`src/rtl/clb_defines.vh`:
```
`ifndef CLB_DEFINES_VH
`define CLB_DEFINES_VH

// ****************************************
// register indices (byte address = 4 * index)
// ****************************************
`define CLB_IDX_GLOBAL    6'h00
`define CLB_IDX_SEQ0      6'h01
`define CLB_IDX_SEQ1      6'h02
`define CLB_IDX_LUT_BASE  6'h08
`define CLB_IDX_LUT_END   6'h17
`define CLB_IDX_STATUS    6'h18

// ****************************************
// field positions
// ****************************************
`define CLB_EN_BIT        0
`define CLB_RUNSTDBY_BIT  6
`define CLB_CLKSEL_HI     3
`define CLB_CLKSEL_LO     1
`define CLB_COND_HI       5
`define CLB_COND_LO       4
`define CLB_OUTEN_BIT     6
`define CLB_RISE_BIT      7
`define CLB_GLOBAL_MASK   8'h41

// ****************************************
// reset values
// ****************************************
`define CLB_RST_BYTE      8'h00
`define CLB_RST_NIBBLE    4'h0

// ****************************************
// encodings
// ****************************************
`define CLB_IN_MASK       4'h0
`define CLB_IN_FEEDBACK   4'h1
`define CLB_IN_LINK       4'h2
`define CLB_IN_EVENT_A    4'h3
`define CLB_IN_EVENT_B    4'h4
`define CLB_IN_PIN        4'h5
`define CLB_IN_AC         4'h6
`define CLB_IN_USART      4'h8
`define CLB_IN_SPI        4'h9
`define CLB_IN_TCA        4'ha
`define CLB_IN_TCB        4'hc
`define CLB_COND_NONE     2'h0
`define CLB_COND_RESAMPLE 2'h1
`define CLB_COND_FILTER   2'h2
`define CLB_CLK_INPUT_TWO 3'h1
`define CLB_SEQ_OFF       4'h0
`define CLB_SEQ_GFLOP     4'h1
`define CLB_SEQ_SRTFLOP   4'h2
`define CLB_SEQ_GLATCH    4'h3
`define CLB_SEQ_SCLATCH   4'h4
`define CLB_RESP_OKAY     2'h0
`define CLB_RESP_SLVERR   2'h2

`endif

```
`src/rtl/clb_core.v`:
```
// Functional notes
// - protected config writable only while even table off
// - protected fields accepted with enable-zero, not one
// - global enable bit turns block on/off
// - per-table enable bit in first control register
// - output is pattern bit indexed by inputs
// - switched-off input reads as low
// - feedback input takes pair sequencer output
// - link input takes next table output, wrapping
// - pin option connects dedicated input pin
// - event signals selectable as table inputs
// - default combinational; resample delays two edges
// - filter passes stable values, four edge delay
// - filter state cleared after table disable
// - rise pulse on filtered output when enabled
// - edge detector cleared after table disable
// - pair function select picks sequencer function
// - sequencer fed from processed table outputs
// - sequencer uses even table clock
// - sequencer updates on edge, cleared when disabled
// - gated flop: even data, odd gate
// - toggle flop: hold, clear, set, toggle
// - gated latch follows data while gate high
// - set-clear latch, both high holds
// - clock select one: input two clocks, reads low
//
// Local design decisions: the AXI4-Lite slave port and the register addresses.
`timescale 1ns/10ps
`include "clb_defines.vh"

module clb_core (
  input  wire        aclk,
  input  wire        aresetn,
  input  wire [7:0]  s_axi_awaddr,
  input  wire [2:0]  s_axi_awprot,
  input  wire        s_axi_awvalid,
  output wire        s_axi_awready,
  input  wire [31:0] s_axi_wdata,
  input  wire [3:0]  s_axi_wstrb,
  input  wire        s_axi_wvalid,
  output wire        s_axi_wready,
  output wire [1:0]  s_axi_bresp,
  output wire        s_axi_bvalid,
  input  wire        s_axi_bready,
  input  wire [7:0]  s_axi_araddr,
  input  wire [2:0]  s_axi_arprot,
  input  wire        s_axi_arvalid,
  output wire        s_axi_arready,
  output wire [31:0] s_axi_rdata,
  output wire [1:0]  s_axi_rresp,
  output wire        s_axi_rvalid,
  input  wire        s_axi_rready,
  input  wire [11:0] lut_pin_in,
  input  wire [3:0]  event_a,
  input  wire [3:0]  event_b,
  input  wire        ac_out,
  input  wire [1:0]  usart_txd,
  input  wire        spi_mosi,
  input  wire        spi_sck,
  input  wire [2:0]  tca_wo,
  input  wire [1:0]  tcb_wo,
  output wire [3:0]  lut_out
);

  // ****************************************
  // input source selection
  // ****************************************
  function pick;
    input [3:0] s;
    input       fb;
    input       lk;
    input       ea;
    input       eb;
    input       io;
    input       ac;
    input       us;
    input       sp;
    input       ta;
    input       tb;
    begin
      case (s)
        `CLB_IN_FEEDBACK: pick = fb;
        `CLB_IN_LINK:     pick = lk;
        `CLB_IN_EVENT_A:  pick = ea;
        `CLB_IN_EVENT_B:  pick = eb;
        `CLB_IN_PIN:      pick = io;
        `CLB_IN_AC:       pick = ac;
        `CLB_IN_USART:    pick = us;
        `CLB_IN_SPI:      pick = sp;
        `CLB_IN_TCA:      pick = ta;
        `CLB_IN_TCB:      pick = tb;
        default:          pick = 1'b0;
      endcase
    end
  endfunction

  // ****************************************
  // state
  // ****************************************
  reg         awready_ff;
  reg         wready_ff;
  reg         bvalid_ff;
  reg  [1:0]  bresp_ff;
  reg         arready_ff;
  reg         rvalid_ff;
  reg  [1:0]  rresp_ff;
  reg  [31:0] rdata_ff;
  reg         have_aw_ff;
  reg         have_w_ff;
  reg  [5:0]  widx_ff;
  reg  [7:0]  wdat_ff;
  reg         wlane_ff;
  reg  [7:0]  glob_ff;
  reg  [3:0]  seq_ff [0:1];
  reg  [7:0]  cta_ff [0:3];
  reg  [7:0]  ctb_ff [0:3];
  reg  [3:0]  ctc_ff [0:3];
  reg  [7:0]  tru_ff [0:3];
  reg  [29:0] sync1_ff;
  reg  [29:0] sync2_ff;
  reg  [3:0]  direct_ff;
  reg  [3:0]  lut_out_ff;

  wire [3:0]  proc_w;
  wire [3:0]  ce_w;
  wire [3:0]  en_w;
  wire [3:0]  outen_w;
  wire [1:0]  seq_w;
  reg  [3:0]  out_w;
  reg  [31:0] rd_data;
  reg         rd_err;
  reg         wr_err;
  reg         prot_ok;
  integer     i;

  wire [29:0] raw_in = {tcb_wo, tca_wo, spi_sck, spi_mosi, usart_txd,
                        ac_out, event_b, event_a, lut_pin_in};
  wire [2:0]  us3    = {1'b0, sync2_ff[22:21]};
  wire [2:0]  tb3    = {1'b0, sync2_ff[29:28]};
  wire        aw_hs  = s_axi_awvalid & awready_ff;
  wire        w_hs   = s_axi_wvalid & wready_ff;
  wire        ar_hs  = s_axi_arvalid & arready_ff;
  wire        wr_go  = have_aw_ff & have_w_ff & ~bvalid_ff;
  wire [5:0]  ridx   = s_axi_araddr[7:2];
  wire [5:0]  roff   = ridx - `CLB_IDX_LUT_BASE;
  wire [5:0]  woff   = widx_ff - `CLB_IDX_LUT_BASE;
  wire [1:0]  wn     = woff[3:2];

  assign s_axi_awready = awready_ff;
  assign s_axi_wready  = wready_ff;
  assign s_axi_bvalid  = bvalid_ff;
  assign s_axi_bresp   = bresp_ff;
  assign s_axi_arready = arready_ff;
  assign s_axi_rvalid  = rvalid_ff;
  assign s_axi_rresp   = rresp_ff;
  assign s_axi_rdata   = rdata_ff;
  assign lut_out       = lut_out_ff;

  // ****************************************
  // input synchroniser
  // ****************************************
  always @(posedge aclk) begin
    if (!aresetn) begin
      sync1_ff <= 30'h0;
      sync2_ff <= 30'h0;
    end else begin
      sync1_ff <= raw_in;
      sync2_ff <= sync1_ff;
    end
  end

  // ****************************************
  // axi write channel
  // ****************************************
  always @* begin
    wr_err  = 1'b0;
    prot_ok = ~cta_ff[{wn[1], 1'b0}][`CLB_EN_BIT];
    if (widx_ff == `CLB_IDX_SEQ0 || widx_ff == `CLB_IDX_SEQ1) begin
      prot_ok = ~cta_ff[{widx_ff[1], 1'b0}][`CLB_EN_BIT];
    end else if (widx_ff != `CLB_IDX_GLOBAL && widx_ff != `CLB_IDX_STATUS
                 && (widx_ff < `CLB_IDX_LUT_BASE || widx_ff > `CLB_IDX_LUT_END)) begin
      wr_err = 1'b1;
    end
  end

  always @(posedge aclk) begin
    if (!aresetn) begin
      awready_ff <= 1'b1;
      wready_ff  <= 1'b1;
      bvalid_ff  <= 1'b0;
      bresp_ff   <= `CLB_RESP_OKAY;
      have_aw_ff <= 1'b0;
      have_w_ff  <= 1'b0;
      widx_ff    <= 6'h0;
      wdat_ff    <= `CLB_RST_BYTE;
      wlane_ff   <= 1'b0;
    end else begin
      if (aw_hs) begin
        widx_ff    <= s_axi_awaddr[7:2];
        have_aw_ff <= 1'b1;
        awready_ff <= 1'b0;
      end
      if (w_hs) begin
        wdat_ff   <= s_axi_wdata[7:0];
        wlane_ff  <= s_axi_wstrb[0];
        have_w_ff <= 1'b1;
        wready_ff <= 1'b0;
      end
      if (wr_go) begin
        bvalid_ff  <= 1'b1;
        bresp_ff   <= wr_err ? `CLB_RESP_SLVERR : `CLB_RESP_OKAY;
        have_aw_ff <= 1'b0;
        have_w_ff  <= 1'b0;
      end
      if (bvalid_ff && s_axi_bready) begin
        bvalid_ff  <= 1'b0;
        awready_ff <= 1'b1;
        wready_ff  <= 1'b1;
      end
    end
  end

  // ****************************************
  // configuration registers
  // ****************************************
  always @(posedge aclk) begin
    if (!aresetn) begin
      glob_ff <= `CLB_RST_BYTE;
      for (i = 0; i < 2; i = i + 1) begin
        seq_ff[i] <= `CLB_RST_NIBBLE;
      end
      for (i = 0; i < 4; i = i + 1) begin
        cta_ff[i] <= `CLB_RST_BYTE;
        ctb_ff[i] <= `CLB_RST_BYTE;
        ctc_ff[i] <= `CLB_RST_NIBBLE;
        tru_ff[i] <= `CLB_RST_BYTE;
      end
    end else if (wr_go && wlane_ff && !wr_err) begin
      if (widx_ff == `CLB_IDX_GLOBAL) begin
        glob_ff <= wdat_ff & `CLB_GLOBAL_MASK;
      end else if (widx_ff == `CLB_IDX_SEQ0 || widx_ff == `CLB_IDX_SEQ1) begin
        if (prot_ok) begin
          seq_ff[widx_ff[1]] <= wdat_ff[3:0];
        end
      end else if (widx_ff != `CLB_IDX_STATUS) begin
        case (woff[1:0])
          2'h0: begin
            if (prot_ok) begin
              cta_ff[wn] <= wdat_ff;
            end else begin
              cta_ff[wn] <= {cta_ff[wn][7:1], wdat_ff[`CLB_EN_BIT]};
            end
          end
          2'h1: begin
            if (prot_ok) begin
              ctb_ff[wn] <= wdat_ff;
            end
          end
          2'h2: begin
            if (prot_ok) begin
              ctc_ff[wn] <= wdat_ff[3:0];
            end
          end
          default: begin
            if (prot_ok) begin
              tru_ff[wn] <= wdat_ff;
            end
          end
        endcase
      end
    end
  end

  // ****************************************
  // axi read channel
  // ****************************************
  always @* begin
    rd_data = 32'h0;
    rd_err  = 1'b0;
    if (ridx == `CLB_IDX_GLOBAL) begin
      rd_data = {24'h0, glob_ff};
    end else if (ridx == `CLB_IDX_SEQ0 || ridx == `CLB_IDX_SEQ1) begin
      rd_data = {28'h0, seq_ff[ridx[1]]};
    end else if (ridx == `CLB_IDX_STATUS) begin
      rd_data = {26'h0, seq_w, direct_ff};
    end else if (ridx >= `CLB_IDX_LUT_BASE && ridx <= `CLB_IDX_LUT_END) begin
      case (roff[1:0])
        2'h0:    rd_data = {24'h0, cta_ff[roff[3:2]]};
        2'h1:    rd_data = {24'h0, ctb_ff[roff[3:2]]};
        2'h2:    rd_data = {28'h0, ctc_ff[roff[3:2]]};
        default: rd_data = {24'h0, tru_ff[roff[3:2]]};
      endcase
    end else begin
      rd_err = 1'b1;
    end
  end

  always @(posedge aclk) begin
    if (!aresetn) begin
      arready_ff <= 1'b1;
      rvalid_ff  <= 1'b0;
      rresp_ff   <= `CLB_RESP_OKAY;
      rdata_ff   <= 32'h0;
    end else if (ar_hs) begin
      arready_ff <= 1'b0;
      rvalid_ff  <= 1'b1;
      rresp_ff   <= rd_err ? `CLB_RESP_SLVERR : `CLB_RESP_OKAY;
      rdata_ff   <= rd_data;
    end else if (rvalid_ff && s_axi_rready) begin
      rvalid_ff  <= 1'b0;
      arready_ff <= 1'b1;
    end
  end

  // ****************************************
  // look-up tables
  // ****************************************
  genvar n;
  genvar y;
  generate
    for (n = 0; n < 4; n = n + 1) begin : g_lut
      wire [7:0]  ca      = cta_ff[n];
      wire [11:0] sels    = {ctc_ff[n], ctb_ff[n]};
      wire [2:0]  sel_in;
      wire        pin_clk = (ca[`CLB_CLKSEL_HI:`CLB_CLKSEL_LO] == `CLB_CLK_INPUT_TWO);
      wire [1:0]  cond    = ca[`CLB_COND_HI:`CLB_COND_LO];
      wire        en      = glob_ff[`CLB_EN_BIT] & ca[`CLB_EN_BIT];
      wire [2:0]  tidx;
      wire        raw;
      wire        filt;
      reg         in2_q_ff;
      reg         s1_ff;
      reg         s2_ff;
      reg         s3_ff;
      reg         flt_ff;
      reg         prev_ff;

      for (y = 0; y < 3; y = y + 1) begin : g_in
        assign sel_in[y] = pick(sels[4*y+3:4*y], seq_w[n/2], direct_ff[(n+1)%4],
                                sync2_ff[12+n], sync2_ff[16+n], sync2_ff[3*n+y],
                                sync2_ff[20], us3[y],
                                (y == 2) ? sync2_ff[24] : sync2_ff[23],
                                sync2_ff[25+y], tb3[y]);
      end

      assign tidx = {sel_in[2] & ~pin_clk, sel_in[1:0]};
      assign raw  = ca[0] ? tru_ff[n][tidx] : 1'b0;

      // table clock: every aclk, or rising edge of input two
      assign ce_w[n] = pin_clk ? (sel_in[2] & ~in2_q_ff) : 1'b1;

      always @(posedge aclk) begin
        if (!aresetn) begin
          in2_q_ff <= 1'b0;
        end else begin
          in2_q_ff <= sel_in[2];
        end
      end

      always @(posedge aclk) begin
        if (!aresetn || !en) begin
          s1_ff   <= 1'b0;
          s2_ff   <= 1'b0;
          s3_ff   <= 1'b0;
          flt_ff  <= 1'b0;
          prev_ff <= 1'b0;
        end else if (ce_w[n]) begin
          s1_ff   <= raw;
          s2_ff   <= s1_ff;
          s3_ff   <= s2_ff;
          if (s1_ff == s2_ff && s2_ff == s3_ff) begin
            flt_ff <= s3_ff;
          end
          prev_ff <= filt;
        end
      end

      assign filt = (cond == `CLB_COND_RESAMPLE) ? s2_ff :
                    (cond == `CLB_COND_FILTER)   ? flt_ff : raw;
      assign proc_w[n]  = ca[`CLB_RISE_BIT] ? (filt & ~prev_ff) : filt;
      assign en_w[n]    = en;
      assign outen_w[n] = ca[`CLB_OUTEN_BIT];
    end

    // ****************************************
    // sequencers
    // ****************************************
    for (n = 0; n < 2; n = n + 1) begin : g_seq
      wire       a    = proc_w[2*n];
      wire       b    = proc_w[2*n+1];
      wire       ce   = ce_w[2*n];
      wire [3:0] mode = seq_ff[n];
      reg        q_ff;

      always @(posedge aclk) begin
        if (!aresetn || !en_w[2*n]) begin
          q_ff <= 1'b0;
        end else begin
          case (mode)
            `CLB_SEQ_GFLOP: begin
              if (ce && b) begin
                q_ff <= a;
              end
            end
            `CLB_SEQ_SRTFLOP: begin
              if (ce) begin
                case ({a, b})
                  2'h1:    q_ff <= 1'b0;
                  2'h2:    q_ff <= 1'b1;
                  2'h3:    q_ff <= ~q_ff;
                  default: q_ff <= q_ff;
                endcase
              end
            end
            `CLB_SEQ_GLATCH: begin
              if (b) begin
                q_ff <= a;
              end
            end
            `CLB_SEQ_SCLATCH: begin
              if (a && !b) begin
                q_ff <= 1'b1;
              end else if (b && !a) begin
                q_ff <= 1'b0;
              end
            end
            default: q_ff <= 1'b0;
          endcase
        end
      end

      // disable clears the output at once, not at the next edge
      assign seq_w[n] = q_ff & en_w[2*n];
    end
  endgenerate

  // ****************************************
  // output stage
  // ****************************************
  always @* begin
    for (i = 0; i < 4; i = i + 1) begin
      if (i % 2 == 0 && seq_ff[i/2] != `CLB_SEQ_OFF) begin
        out_w[i] = seq_w[i/2];
      end else begin
        out_w[i] = en_w[i] & proc_w[i];
      end
    end
  end

  always @(posedge aclk) begin
    if (!aresetn) begin
      direct_ff  <= 4'h0;
      lut_out_ff <= 4'h0;
    end else begin
      direct_ff  <= out_w;
      lut_out_ff <= out_w & outen_w;
    end
  end

endmodule

```
`config.mk`:
```
export PLATFORM = sky130hd
export DESIGN_NAME = clb_core
export DESIGN_NICKNAME = d
export VERILOG_FILES = /design/src/rtl/clb_core.v
export VERILOG_INCLUDE_DIRS = /design/src /design/src/rtl
export SDC_FILE = /design/constraint.sdc
export NUM_CORES = 1
export LEC_CHECK = 0
export BUFFER_PORTS_ARGS = -buffer_cell sky130_fd_sc_hd__buf_2
export CAP_MARGIN = 0
export CORE_UTILIZATION = 30
export CTS_CLUSTER_SIZE = 25
export DETAILED_ROUTE_END_ITERATION = 8
export GPL_TIMING_DRIVEN = 0
export PLACE_DENSITY_LB_ADDON = 0.05
export SLEW_MARGIN = 15
export SYNTH_ARGS = -nofsm -noshare
export SYNTH_HDL_FRONTEND = slang
export SYNTH_SLANG_ARGS = --single-unit
```
`constraint.sdc`:
```
create_clock -name aclk -period 5.3 [get_ports aclk]
set_input_delay 0.795 -clock aclk [delete_from_list [all_inputs] [get_ports aclk]]
set_output_delay 0.795 -clock aclk [all_outputs]
set_load 0.01 [all_outputs]
```
# Yosys cells after proc, flatten, opt, wreduce, memory -nomap -nowiden
# Memories as Yosys holds them, arrays and structs flattened. A register that Yosys moved wholly into a read port is not among the register bits.
# Index checks and enable logic that the tools add are counted.
[classes]
add_sub_neg = 2
n_bitwise = 48
eq_ne = 167
muxes = 136
n_lt_le_gt_ge = 8
reduce_logical = 58
[ops]
columns = ["cell", "n"]
rows = [
  ["4-bit equality test (second input constant)", 40],
  ["4-bit by 3-bit equality test with 1-bit output (second input constant)", 38],
  ["4-bit by 2-bit equality test with 1-bit output (second input constant)", 28],
  ["1-bit 2-to-1 mux", 96],
  ["1-bit case mux with 10 select lines", 8],
  ["4-bit by 1-bit equality test with 1-bit output (second input constant)", 14],
  ["8-bit 2-to-1 mux", 7],
  ["1-bit case mux with 8 select lines", 4],
  ["1-bit bitwise AND", 27],
  ["8-bit case mux with 3 select lines", 1],
  ["8-bit OR reduction", 3],
  ["2-bit equality test (second input constant)", 10],
  ["2-bit 2-to-1 mux", 9],
  ["1-bit inverter", 18],
  ["1-bit logical AND", 17],
  ["2-bit by 1-bit equality test with 1-bit output (second input constant)", 8],
  ["3-bit by 4-bit < comparator with 1-bit output (second input constant)", 4],
  ["1-bit binary-select mux with 3-bit select", 4],
  ["3-bit by 1-bit equality test with 1-bit output (second input constant)", 4],
  ["6-bit by 1-bit equality test with 1-bit output (second input constant)", 2],
  ["6-bit by 2-bit equality test with 1-bit output (second input constant)", 2],
  ["6-bit zero test", 2],
  ["2-bit inequality test (second input constant)", 6],
  ["2-bit AND reduction", 6],
  ["27 further kinds", 61],
]
[word_totals]
mem_bits_rw = 120
in_bits = 95
memories = 5
word_cells = 468
reg_bits = 154
output_inout_bits = 45
[mem_list]
columns = ["name", "words", "width", "rd", "rd_ports_with_merged_regs", "write_ports", "line", "text"]
rows = [
  ["cta_ff", 4, 8, 7, 1, 4, "clb_core.v:115", "reg [7:0] cta_ff [0:3];"],
  ["ctb_ff", 4, 8, 5, 0, 4, "clb_core.v:116", "reg [7:0] ctb_ff [0:3];"],
  ["tru_ff", 4, 8, 5, 0, 4, "clb_core.v:118", "reg [7:0] tru_ff [0:3];"],
  ["ctc_ff", 4, 4, 5, 0, 4, "clb_core.v:117", "reg [3:0] ctc_ff [0:3];"],
  ["seq_ff", 2, 4, 3, 0, 2, "clb_core.v:114", "reg [3:0] seq_ff [0:1];"],
]

# Longest topological paths before layout
# Gate-level depths: netlist of run 1.
# An unclocked memory read counts as a cell.
[depth]
ltp_word = 17
depth_mapped = 19
mapped_depth_nobuf = 18

# Worst setup path before layout of run 1
# No wires, ideal clock.
[synth_path]
kind = "flip-flop to flip-flop"
from = "memory cta_ff[2][0]"
to = "register g_seq[1].q_ff"
path_stages_with_launch = 18
path_buffers = 1
slack_ps = 1666
setup_ps = 86
required_ps = 5214
period_less_slack_ps = 3634
t_arrival_ps = 3548
path_cell_list = "edfxtp_1 and3_1 buf_2 mux2_2 a221o_1 nand3_1 or4b_2 o22ai_1 o41a_2 ha_1 nor3_1 a21oi_1 nor2_1 o31a_1 nor3_1 nor3_1 o31ai_1 a211oi_1"
[synth_lines]
columns = ["item", "line", "text"]
rows = [
  ["start: declaration", "clb_core.v:115", ""],
  ["end signal: assignment", "clb_core.v:410", "2'h3: q_ff <= ~q_ff;"],
  ["end signal: assignment", "clb_core.v:411", "default: q_ff <= q_ff;"],
  ["end: declaration", "clb_core.v:393", "reg q_ff;"],
]

# Worst setup path in the final report of run 1
[layout_path]
from = "register glob_ff[0]"
to = "register g_seq[0].q_ff"
[layout_via]
elab_chain_len = 15
elab_cells_between_ends = 48
classes_between = "eq/ne (8); mux (25); bitwise (7); reduce/logical (8)"
[layout_lines]
columns = ["item", "line", "text"]
rows = [
  ["start: declaration", "clb_core.v:113", "reg [7:0] glob_ff;"],
  ["start signal: assignment", "clb_core.v:228", "glob_ff <= `CLB_RST_BYTE;"],
  ["start signal: assignment", "clb_core.v:240", "glob_ff <= wdat_ff & `CLB_GLOBAL_MASK;"],
  ["1-bit bitwise AND *", "clb_core.v:327", "wire en = glob_ff[`CLB_EN_BIT] & ca[`CLB_EN_BIT];"],
  ["1-bit bitwise AND", "clb_core.v:433", "assign seq_w[n] = q_ff & en_w[2*n];"],
  ["1-bit case mux with 8 select lines", "clb_core.v:81", "case (s)"],
  ["1-bit bitwise AND", "clb_core.v:346", "assign tidx = {sel_in[2] & ~pin_clk, sel_in[1:0]};"],
  ["1-bit binary-select mux with 3-bit select", "clb_core.v:347", "assign raw = ca[0] ? tru_ff[n][tidx] : 1'b0;"],
  ["1-bit 2-to-1 mux (implied by the code)", "clb_core.v:347", ""],
  ["1-bit 2-to-1 mux", "clb_core.v:347", ""],
  ["1-bit 2-to-1 mux", "clb_core.v:379", "(cond == `CLB_COND_FILTER) ? flt_ff : raw;"],
  ["1-bit 2-to-1 mux", "clb_core.v:378", "assign filt = (cond == `CLB_COND_RESAMPLE) ? s2_ff :"],
  ["1-bit bitwise AND", "clb_core.v:380", "assign proc_w[n] = ca[`CLB_RISE_BIT] ? (filt & ~prev_ff) : filt;"],
  ["1-bit 2-to-1 mux", "clb_core.v:380", ""],
  ["2-bit equality test, or another cell as far along", "clb_core.v:407", "case ({a, b})"],
  ["1-bit case mux with 3 select lines, or another cell as far along", "clb_core.v:407", ""],
  ["1-bit 2-to-1 mux, or another cell as far along", "clb_core.v:406", "if (ce) begin"],
  ["1-bit case mux with 4 select lines / 5-bit AND reduction (equally long branches)", "--", ""],
  ["end signal: assignment", "clb_core.v:410", ""],
  ["end signal: assignment", "clb_core.v:411", ""],
  ["end: declaration", "clb_core.v:393", ""],
]
# Mark *: on every way between the ends. The rest lies on a longest branch, timed or not. The select of a mux whose other input is x is not followed.
# A chain may end at the register's enable or synchronous reset.

==> reports/results.ini, run 1 <==
[detailed_routing]
dr_wl_met2_mm=19.0
wl_met1_mm=21.2
met3WireLength_mm=1.81
routedWlPerCell_um=23.1
drtIter0Drc=756
post_drt_via_cell_ratio=5.13
first_pass_iters=5
wl_mm=43.8
drc=0
dr.max_layer_used=met4
vias=9728
ant_nets=0

[floorplanning]
rows=74
core_um2=40700
start_util_pct=30.4
dieArea_um2=42100
ioPinCount=140
die_y_um=205
die_w_um=205

[clocking]
clk_pin_slew_ps=60
cts_tree=done
clockBufferDepth=3
cts_resized=0
clock_latency_ps=570
cts_root_buf=clkbuf_16
cts.sinks=249
ctsHtreeMaxLevel=1
cts_hold_buf=0
post-cts-setup-buffers=0
cts_buffers=30

[yosys]
synth_compound_area_share_pct=11.4
synth-xor-area-share_pct=0.141
synth-edff-count=120
synth.mux.area_fraction_pct=10.9
ys_ff_latch=249
synth_area_leader_cell=edfxtp_1
synth_top_family_by_area=simple AND/OR/NAND/NOR gates
synth_area_per_cell_um2=10.2
async_flop_share_pct=0
synth_common_cells=dfxtp_1 (129), edfxtp_1 (120), nor2_1 (109)
synth.most_common_cell=dfxtp_1
yosysUniqueCellTypes=84
ys.flop_type=dfxtp_1
yosys.area_share.simple_pct=21.7
synth_area_leaders=edfxtp_1 (29%), dfxtp_1 (21%), mux4_2 (5.6%), and2_1 (4.4%), mux2i_1 (4.0%)
yosysTopAreaCellShare_pct=29.1
synth_warnings=0
yosysSeqAreaShare_pct=50.0
synthCells=1211
synthAdderAreaFrac_pct=0.687
syn_area_um2=12400

[setup_path]
r2r-start=glob_ff[0]
arrival_ps=5360
endpoint=g_seq[0].q_ff
crit_start=glob_ff[0]
required_ps=5820
reg2reg_depth=18
startpoint_type=flop
rrSetupSlack_ps=460
cp-end-kind=flop
r2r-end=g_seq[0].q_ff
critPathKind=flop to flop
crit_path_max_fanout=10

[grt]
overflow=0
grt_pass1_wl_mm=63.7
groute.usage.overall_pct=21.1
grt_max_degree=15
grt_pass1_vias=9367
antenna_found_initial=1

[pwr]
p_per_area_nw_per_um2=312
p_switching_mw=1.15
internal-power_mw=3.35
power.share.clock_pct=43.1
pwr-share-seq_pct=48.0
p_sw_share_pct=25.5
leakage_nw=5.47
power_frac_comb_pct=8.9
vdd_drop_max_mv=0.218

[finish]
nets=1444
final_util_pct=35.4
drive_above_1_share_pct=15.0
areaGrowthSynthToFinish_pct=16.6
n_antenna_cell=0
layout.cells.non_filler=1898

[sta]
slew_viol_final=0
max_freq_ghz=0.206
fin_crit_ps=4840
hold_slack_ps=427
hold_violations=0
fin_crit_sh_pct=91.4
worst_pin_slew_ps=1230
rsz0062_at_grt=no
clock_skew_ps=13.4
setup_tns_ps=0
slew_headroom_pct=18.2
setup_viol=0

[placed_design]
dp.final_hpwl_mm=33.6
dp.cells=1843
gp_congestion=0.958
io_buffers=73

[run]
max_cap_viol_count=0

[run_status]
status=finished clean

[hold_path]
hold_path_class=flop to flop

-- worst min path at each step --
stage,from,to,slack [ps],cells after the start
4_1_cts,tca_wo[0],sync1_ff[25],410,2
2_1_floorplan,sync1_ff[0],sync2_ff[0],410,1
3_3_place_gp,sync1_ff[13],sync2_ff[13],410,1
6_report,sync1_ff[23],sync2_ff[23],430,1
3_5_place_dp,sync1_ff[23],sync2_ff[23],420,1
5_1_grt,lut_pin_in[10],sync1_ff[10],430,2
-- area by class of cell --
cell class | count | area (um2)
Inverter | 55 | 206
Buffer | 89 | 443
Sequential cell | 249 | 6190
Multi-Input combinational cell | 843 | 5640
Fill cell | 4198 | 26300
Tap cell | 532 | 666
Clock inverter | 10 | 53.8
Timing Repair Buffer | 75 | 380
Clock buffer | 45 | 858
-- critical path: stages, from the launching register on --
cell and delay, ps:
dfxtp_1 410, clkbuf_1 630, nand3_1 430, a221oi_1 360
a21oi_1 140, nor3_1 400, mux2i_1 130, mux2i_1 470
o21a_1 230, nand2b_1 220, inv_1 90, ha_1 280
nor4b_1 50, a21oi_1 130, o21ai_0 130, o21bai_1 240
nand3_1 100, o211ai_1 180, o211a_1 170
-- sequential cells by signal, indices dropped and copies added (netlist names), 6 cells and up, named ones only --
signal / flops
cta_ff: 32
ctb_ff: 32
tru_ff: 32
sync1_ff: 30
sync2_ff: 30
ctc_ff: 16
s_axi_rdata: 8
seq_ff: 8
wdat_ff: 8
widx_ff: 6
-- stage by stage --
| stage | power (mW) | instance area, um2 | setup WS, ps |
|---|---|---|---|
| 2_1_floorplan | 2.42 | 12500 | 1670 |
| 3_3_place_gp | 2.60 | 13500 | 365 |
| 3_5_place_dp | 2.60 | 13500 | 380 |
| 4_1_cts | 4.55 | 14400 | 354 |
| 5_1_grt | 4.66 | 14400 | 135 |
| 6_report | 4.50 | 14400 | 457 |
-- layer usage --
metal	track usage [%]	vias to the layer above
li1	-	4611
met1	30.3	4784
met2	32.4	264
met3	2.13	69
met4	8.54	0
met5	0	-
-- power groups by stage --
stage / Clock, mW / Combinational (mW) / Sequential [mW]
floorplan: 0 / 0.261 / 2.16
global placement: 0 / 0.402 / 2.20
detailed placement: 0 / 0.404 / 2.20
CTS: 1.98 / 0.405 / 2.16
global route: 2.05 / 0.440 / 2.17
finish: 1.94 / 0.402 / 2.16
-- layout by cell type (no fill, tap or decap), types with 4 or more instances in the layout --
master,n
nand2_1,85
or2_2,5
nor4_1,7
a21boi_0,4
nor3b_1,13
nand3_1,27
a311oi_1,7
edfxtp_1,120
ha_1,6
nor2_1,109
o211ai_1,9
clkinv_2,7
conb_1,26
a21oi_1,60
mux4_2,31
nor2b_1,17
o22ai_1,4
mux2i_1,49
o21ai_1,5
and3_1,26
o31ai_1,7
o21a_1,4
a221oi_1,5
a221o_1,4
buf_4,28
nand3b_1,25
clkbuf_1,67
o21ai_0,46
inv_1,53
nand2b_1,18
and2_1,87
dfxtp_1,129
buf_2,75
a211oi_1,13
clkbuf_16,31
mux2_2,13
nor3_1,52
-- cell families after synthesis --
kind of cell,after synthesis
AND/OR/NAND/NOR,501
flip-flops,249
AO/OA/AOI/OAI,213
buffers and inverters,144
multiplexers,94
adder cells (fa/ha/maj),7
XOR/XNOR,2
other,1
Power figures use the tool's default switching activity.
==> run 2, diff against run 1 <==
--- a/config.mk
+++ b/config.mk
@@ -6,6 +6,7 @@
 export SDC_FILE = /design/constraint.sdc
 export NUM_CORES = 1
 export LEC_CHECK = 0
+export ABC_AREA = 1
 export BUFFER_PORTS_ARGS = -buffer_cell sky130_fd_sc_hd__buf_2
 export CAP_MARGIN = 0
 export CORE_UTILIZATION = 30
==> reports/results.ini, run 2 <==
[pwr]
power.share.clock_pct=44.0
internal-power_mw=3.40
p_sw_share_pct=26.6
vdd_drop_max_mv=0.232
power_frac_comb_pct=9.7
p_switching_mw=1.23
leakage_nw=6.44
p_per_area_nw_per_um2=318
pwr-share-seq_pct=46.2

[yosys]
syn_area_um2=12500
yosysUniqueCellTypes=51
yosysSeqAreaShare_pct=49.7
ys_ff_latch=249
yosysTopAreaCellShare_pct=28.9
synth_area_leader_cell=edfxtp_1
synth_area_leaders=edfxtp_1 (29%), dfxtp_1 (21%), nand2_1 (9.1%), inv_1 (7.1%), nor2_1 (6.8%)
synth_warnings=0
synth_area_per_cell_um2=7.78
synth.most_common_cell=nand2_1
async_flop_share_pct=0
synth-edff-count=120
synth_common_cells=nand2_1 (303), inv_1 (234), nor2_1 (224)
synthCells=1601
ys.flop_type=dfxtp_1

[run]
max_cap_viol_count=0

[run_status]
status=finished clean

[sta]
max_freq_ghz=0.283
slew_viol_final=0
clock_skew_ps=14.8
fin_crit_sh_pct=66.6
slew_headroom_pct=23.8
layout_setup_ws_ps=1770
fin_crit_ps=3530
setup_viol=0
hold_violations=0
rsz0062_at_grt=no
setup_tns_ps=0
worst_pin_slew_ps=1140

[hold_path]
hold-path-endpoint=sync1_ff[26]
hold_depth=3
hold_start=tca_wo[1]
hold_path_class=primary input to flop

[grt]
overflow=0
antenna_found_initial=0
grt_max_degree=15
grt_pass1_wl_mm=67.7
groute.usage.overall_pct=22.1
grt_pass1_vias=10500

[placed_design]
dp.final_hpwl_mm=35.7
gp_congestion=0.909
io_buffers=74
placed_area_um2=13600
pre_cts_slack_ps=1520

[clocking]
cts_root_buf=clkbuf_16
cts_tree=done
cts_hold_buf=0
cts_resized=0
post-cts-setup-buffers=0
clockBufferDepth=3
cts_buffers=31
ctsHtreeMaxLevel=1
cts.sinks=249
clk_pin_slew_ps=60
clock_latency_ps=580

[finish]
reg_top3=cta_ff: 32 flops, ctb_ff: 32 flops, tru_ff: 32 flops
fin_area_um2=14600
nets=1835
layout_commonest_cell=nand2_1
n_antenna_cell=0
drive_above_1_share_pct=10.9
areaGrowthSynthToFinish_pct=17.1
final_util_pct=35.6
final_cell_mix=nand2_1 (303), inv_1 (234), nor2_1 (224)

[setup_path]
crit_path_max_fanout=7
reg2reg_depth=20
crit_top_cell=nand2_1
cp-end-kind=flop
r2r-start=glob_ff[0]
required_ps=5760
crit_path_max_incr_delay_ps=500
rrSetupSlack_ps=1770
arrival_ps=3990
crit_path_top_delay_cell=nand3_1
startpoint_type=flop
critPathKind=flop to flop
crit_chain=nand3_1, o21ai_0, nand2_1, nand3_1, nand2_1, nand3_1, nand3_1, nand4_1, nand2_1, nand2_1, inv_1, ha_1, nor3_1, nand2_1, o211ai_1, inv_1, nand2_1, nand2_1, nand2_1, nor2_1
r2r-end=g_seq[0].q_ff

[floorplanning]
dieArea_um2=42300
die_y_um=206
rows=74
die_w_um=206
core_um2=40900
ioPinCount=140
start_util_pct=30.4

[detailed_routing]
vias=11300
wl_mm=46.1
drc=0
post_drt_via_cell_ratio=4.93
drtIter0Drc=826
first_pass_iters=5
ant_nets=0
routedWlPerCell_um=20.1

==> run 2: final cells by class <==
type	count	area, um2
Timing Repair Buffer	75	375
Clock buffer	38	823
Tap cell	532	666
Sequential cell	249	6190
Buffer	76	413
Fill cell	4416	26300
Clock inverter	19	150
Inverter	248	933
Multi-Input combinational cell	1053	5030
==> run 2: cells by family after synthesis <==
kind of cell               after synthesis  synth area share, %
AOI/OAI and AO/OA                      257                 12.0
xor gates and xnor gates                 4                0.281
adders and majority gates                6                0.603
buffers and inverters                  324                 10.8
DFF                                    249                 49.7
other                                    1               0.0301
and+or+nand+nor                        760                 26.6
==> run 2: how the worst max path moves through the flow <==
| stage | start | to | slack (ps) |
|---|---|---|---|
| after floorplan | widx_ff[3] | tru_ff[3][0] | 2610 |
| after global placement | aresetn | ctb_ff[3][0] | 1320 |
| after detailed placement | aresetn | tru_ff[3][3] | 1520 |
| after CTS | cta_ff[0][0] | g_seq[0].q_ff | 1770 |
| after global routing | cta_ff[0][0] | g_seq[0].q_ff | 1480 |
| final | glob_ff[0] | g_seq[0].q_ff | 1770 |
==> run 2: per-layer routing <==
metal	part of all wire [%]	GRT usage, %
met4	3.1	7.57
met1	48	31.1
met5	0	0
met3	4.3	2.20
met2	45	35.1
==> run 2: power by group through the flow <==
stage	Combinational (mW)	Sequential (mW)	Clock, mW
after floorplan	0.273	2.16	0
after global placement	0.446	2.18	0
after detailed placement	0.448	2.18	0
after CTS	0.450	2.14	2.09
after global routing	0.496	2.15	2.17
final	0.451	2.14	2.04
==> run 2: critical path, delay by kind of cell, from the launching register on <==
kind,cells,cell delay (ps)
compound gates,2,420
fa+ha+maj,1,210
buf+inv,2,150
flops,1,480
simple gates,15,2160
==> run 2: through the flow <==
stage | instances | total power [mW] | hold WS [ps]
floorplan | 1626 | 2.43 | 390
global placement | 2232 | 2.63 | 394
detailed placement | 2233 | 2.63 | 397
CTS | 2290 | 4.68 | 377
global route | 2290 | 4.82 | 390
finish | 2290 | 4.64 | 401
==> run 3, diff against run 2 <==
==> constraint.sdc (replaced) <==
create_clock -name aclk -period 3.1 [get_ports aclk]
set_input_delay 0.465 -clock aclk [delete_from_list [all_inputs] [get_ports aclk]]
set_output_delay 0.465 -clock aclk [all_outputs]
set_load 0.01 [all_outputs]
==> reports/results.ini, run 3 (synthesized netlist as in run 2, its figures left out) <==
[run_status]
status=finished clean

[grt]
groute.usage.overall_pct=22.1
overflow=0
grt_pass1_wl_mm=67.8
antenna_found_initial=0
grt_pass1_vias=10500
grt_max_degree=15

[setup_path]
required_ps=3370
startpoint_type=flop
endpoint=tru_ff[3][4]
critPathKind=flop to flop
r2r-start=widx_ff[3]
crit_path_max_fanout=9
rrSetupSlack_ps=140
cp-end-kind=flop
reg2reg_depth=12
crit_start=widx_ff[3]
arrival_ps=3230
r2r-end=tru_ff[3][4]

[sta]
slew_headroom_pct=22.2
slew_viol_final=0
rsz0062_at_grt=yes
fin_crit_sh_pct=95.5
setup_viol=0
max_freq_ghz=0.338
worst_pin_slew_ps=1170
hold_slack_ps=69.7
fin_crit_ps=2960
clock_skew_ps=15.4
hold_violations=0

[clocking]
cts_root_buf=clkbuf_16
clock_latency_ps=580
cts.sinks=249
clockBufferDepth=3
ctsHtreeMaxLevel=1
cts_hold_buf=0
cts_tree=done
cts_buffers=31
clk_pin_slew_ps=60

[pwr]
vdd_drop_max_mv=0.398
power_mw=7.94
p_per_area_nw_per_um2=538
leakage_nw=6.50

[floorplanning]
dieArea_um2=42300
core_um2=40900
die_w_um=206
ioPinCount=140
start_util_pct=30.4
rows=74
die_y_um=206

[detailed_routing]
drc=0
post_drt_via_cell_ratio=4.94
vias=11300
drtIter0Drc=781
wl_mm=46.4
ant_nets=0
routedWlPerCell_um=20.2
first_pass_iters=5

[finish]
drive_above_1_share_pct=13.4
reg_top3=cta_ff: 32 flops, ctb_ff: 32 flops, tru_ff: 32 flops
nets=1840
final_cell_mix=nand2_1 (292), inv_1 (231), nor2_1 (211)
layout_commonest_cell=nand2_1
n_antenna_cell=0
areaGrowthSynthToFinish_pct=18.7
fin_area_um2=14800
final_util_pct=36.1
layout.cells.non_filler=2295

[run]
max_cap_viol_count=0

[placed_design]
dp.final_hpwl_mm=35.7
io_buffers=74
gp_congestion=0.909
placed_area_um2=13600
dp.cells=2233

[hold_path]
hold_path_class=primary input to flop

[run 3: changes by cell type in the layout (fill, tap and decap cells not counted), sizes merged]
cell      previous run  this run
buf                109       115
clkbuf              80        79
clkinvlp             1         2
inv                242       241
[run 3: final cells by class]
class	count	area, um2
buffer	75	409
clock buffer	38	823
clock inverter	19	150
fill	4420	26200
inverter	248	937
multi-input combinational	1053	5180
sequential	249	6190
tap	532	666
timing repair buffer	81	420
[run 3: per-stage QoR]
stage | setup TNS [ps] | setup WS (ps)
floorplan | 0 | 406
CTS | 0 | 20.4
finish | 0 | 138
global placement | -21600 | -847
global route | -107 | -107
detailed placement | -16140 | -411
[run 3: critical path, cell delays in order (launching register included)]
cell      delay, ps
dfxtp_1         300
buf_4           190
nor2_8          130
inv_4           100
nor2_2          100
inv_2            60
a21oi_4         170
inv_2            50
nor2_2          100
o21bai_2        140
nand3_1         180
o41ai_2         790
buf_2           350
[run 3: report_power, final]
group / switching, mW / total, mW / internal [mW]
Combinational: 0.565 / 0.782 / 0.217
Sequential: 0.104 / 3.67 / 3.56
Clock: 1.45 / 3.49 / 2.04
Total: 2.12 / 7.94 / 5.82
[run 3: layer usage]
layer / share of wire (%) / up-vias / track usage (%)
li1: - / 5502 / -
met1: 47 / 5417 / 31.2
met2: 45 / 343 / 35.4
met3: 5.0 / 74 / 2.19
met4: 2.9 / 0 / 7.12
met5: 0 / - / 0
[run 3: worst min path at each step]
stage,start,to,slack [ps],cells after the start
6_report,tca_wo[1],sync1_ff[26],70,3
2_1_floorplan,sync1_ff[0],sync2_ff[0],390,2
3_3_place_gp,sync1_ff[16],sync2_ff[16],390,2
4_1_cts,tca_wo[1],sync1_ff[26],50,3
5_1_grt,lut_pin_in[4],sync1_ff[4],60,3
3_5_place_dp,sync1_ff[26],sync2_ff[26],400,2
[run 3: timing repair]
action	CTS	global route
setup buffers	1	5
pin swaps	0	4
gates resized for setup	16	35
setup endpoints to repair	46	36
gates cloned	0	0
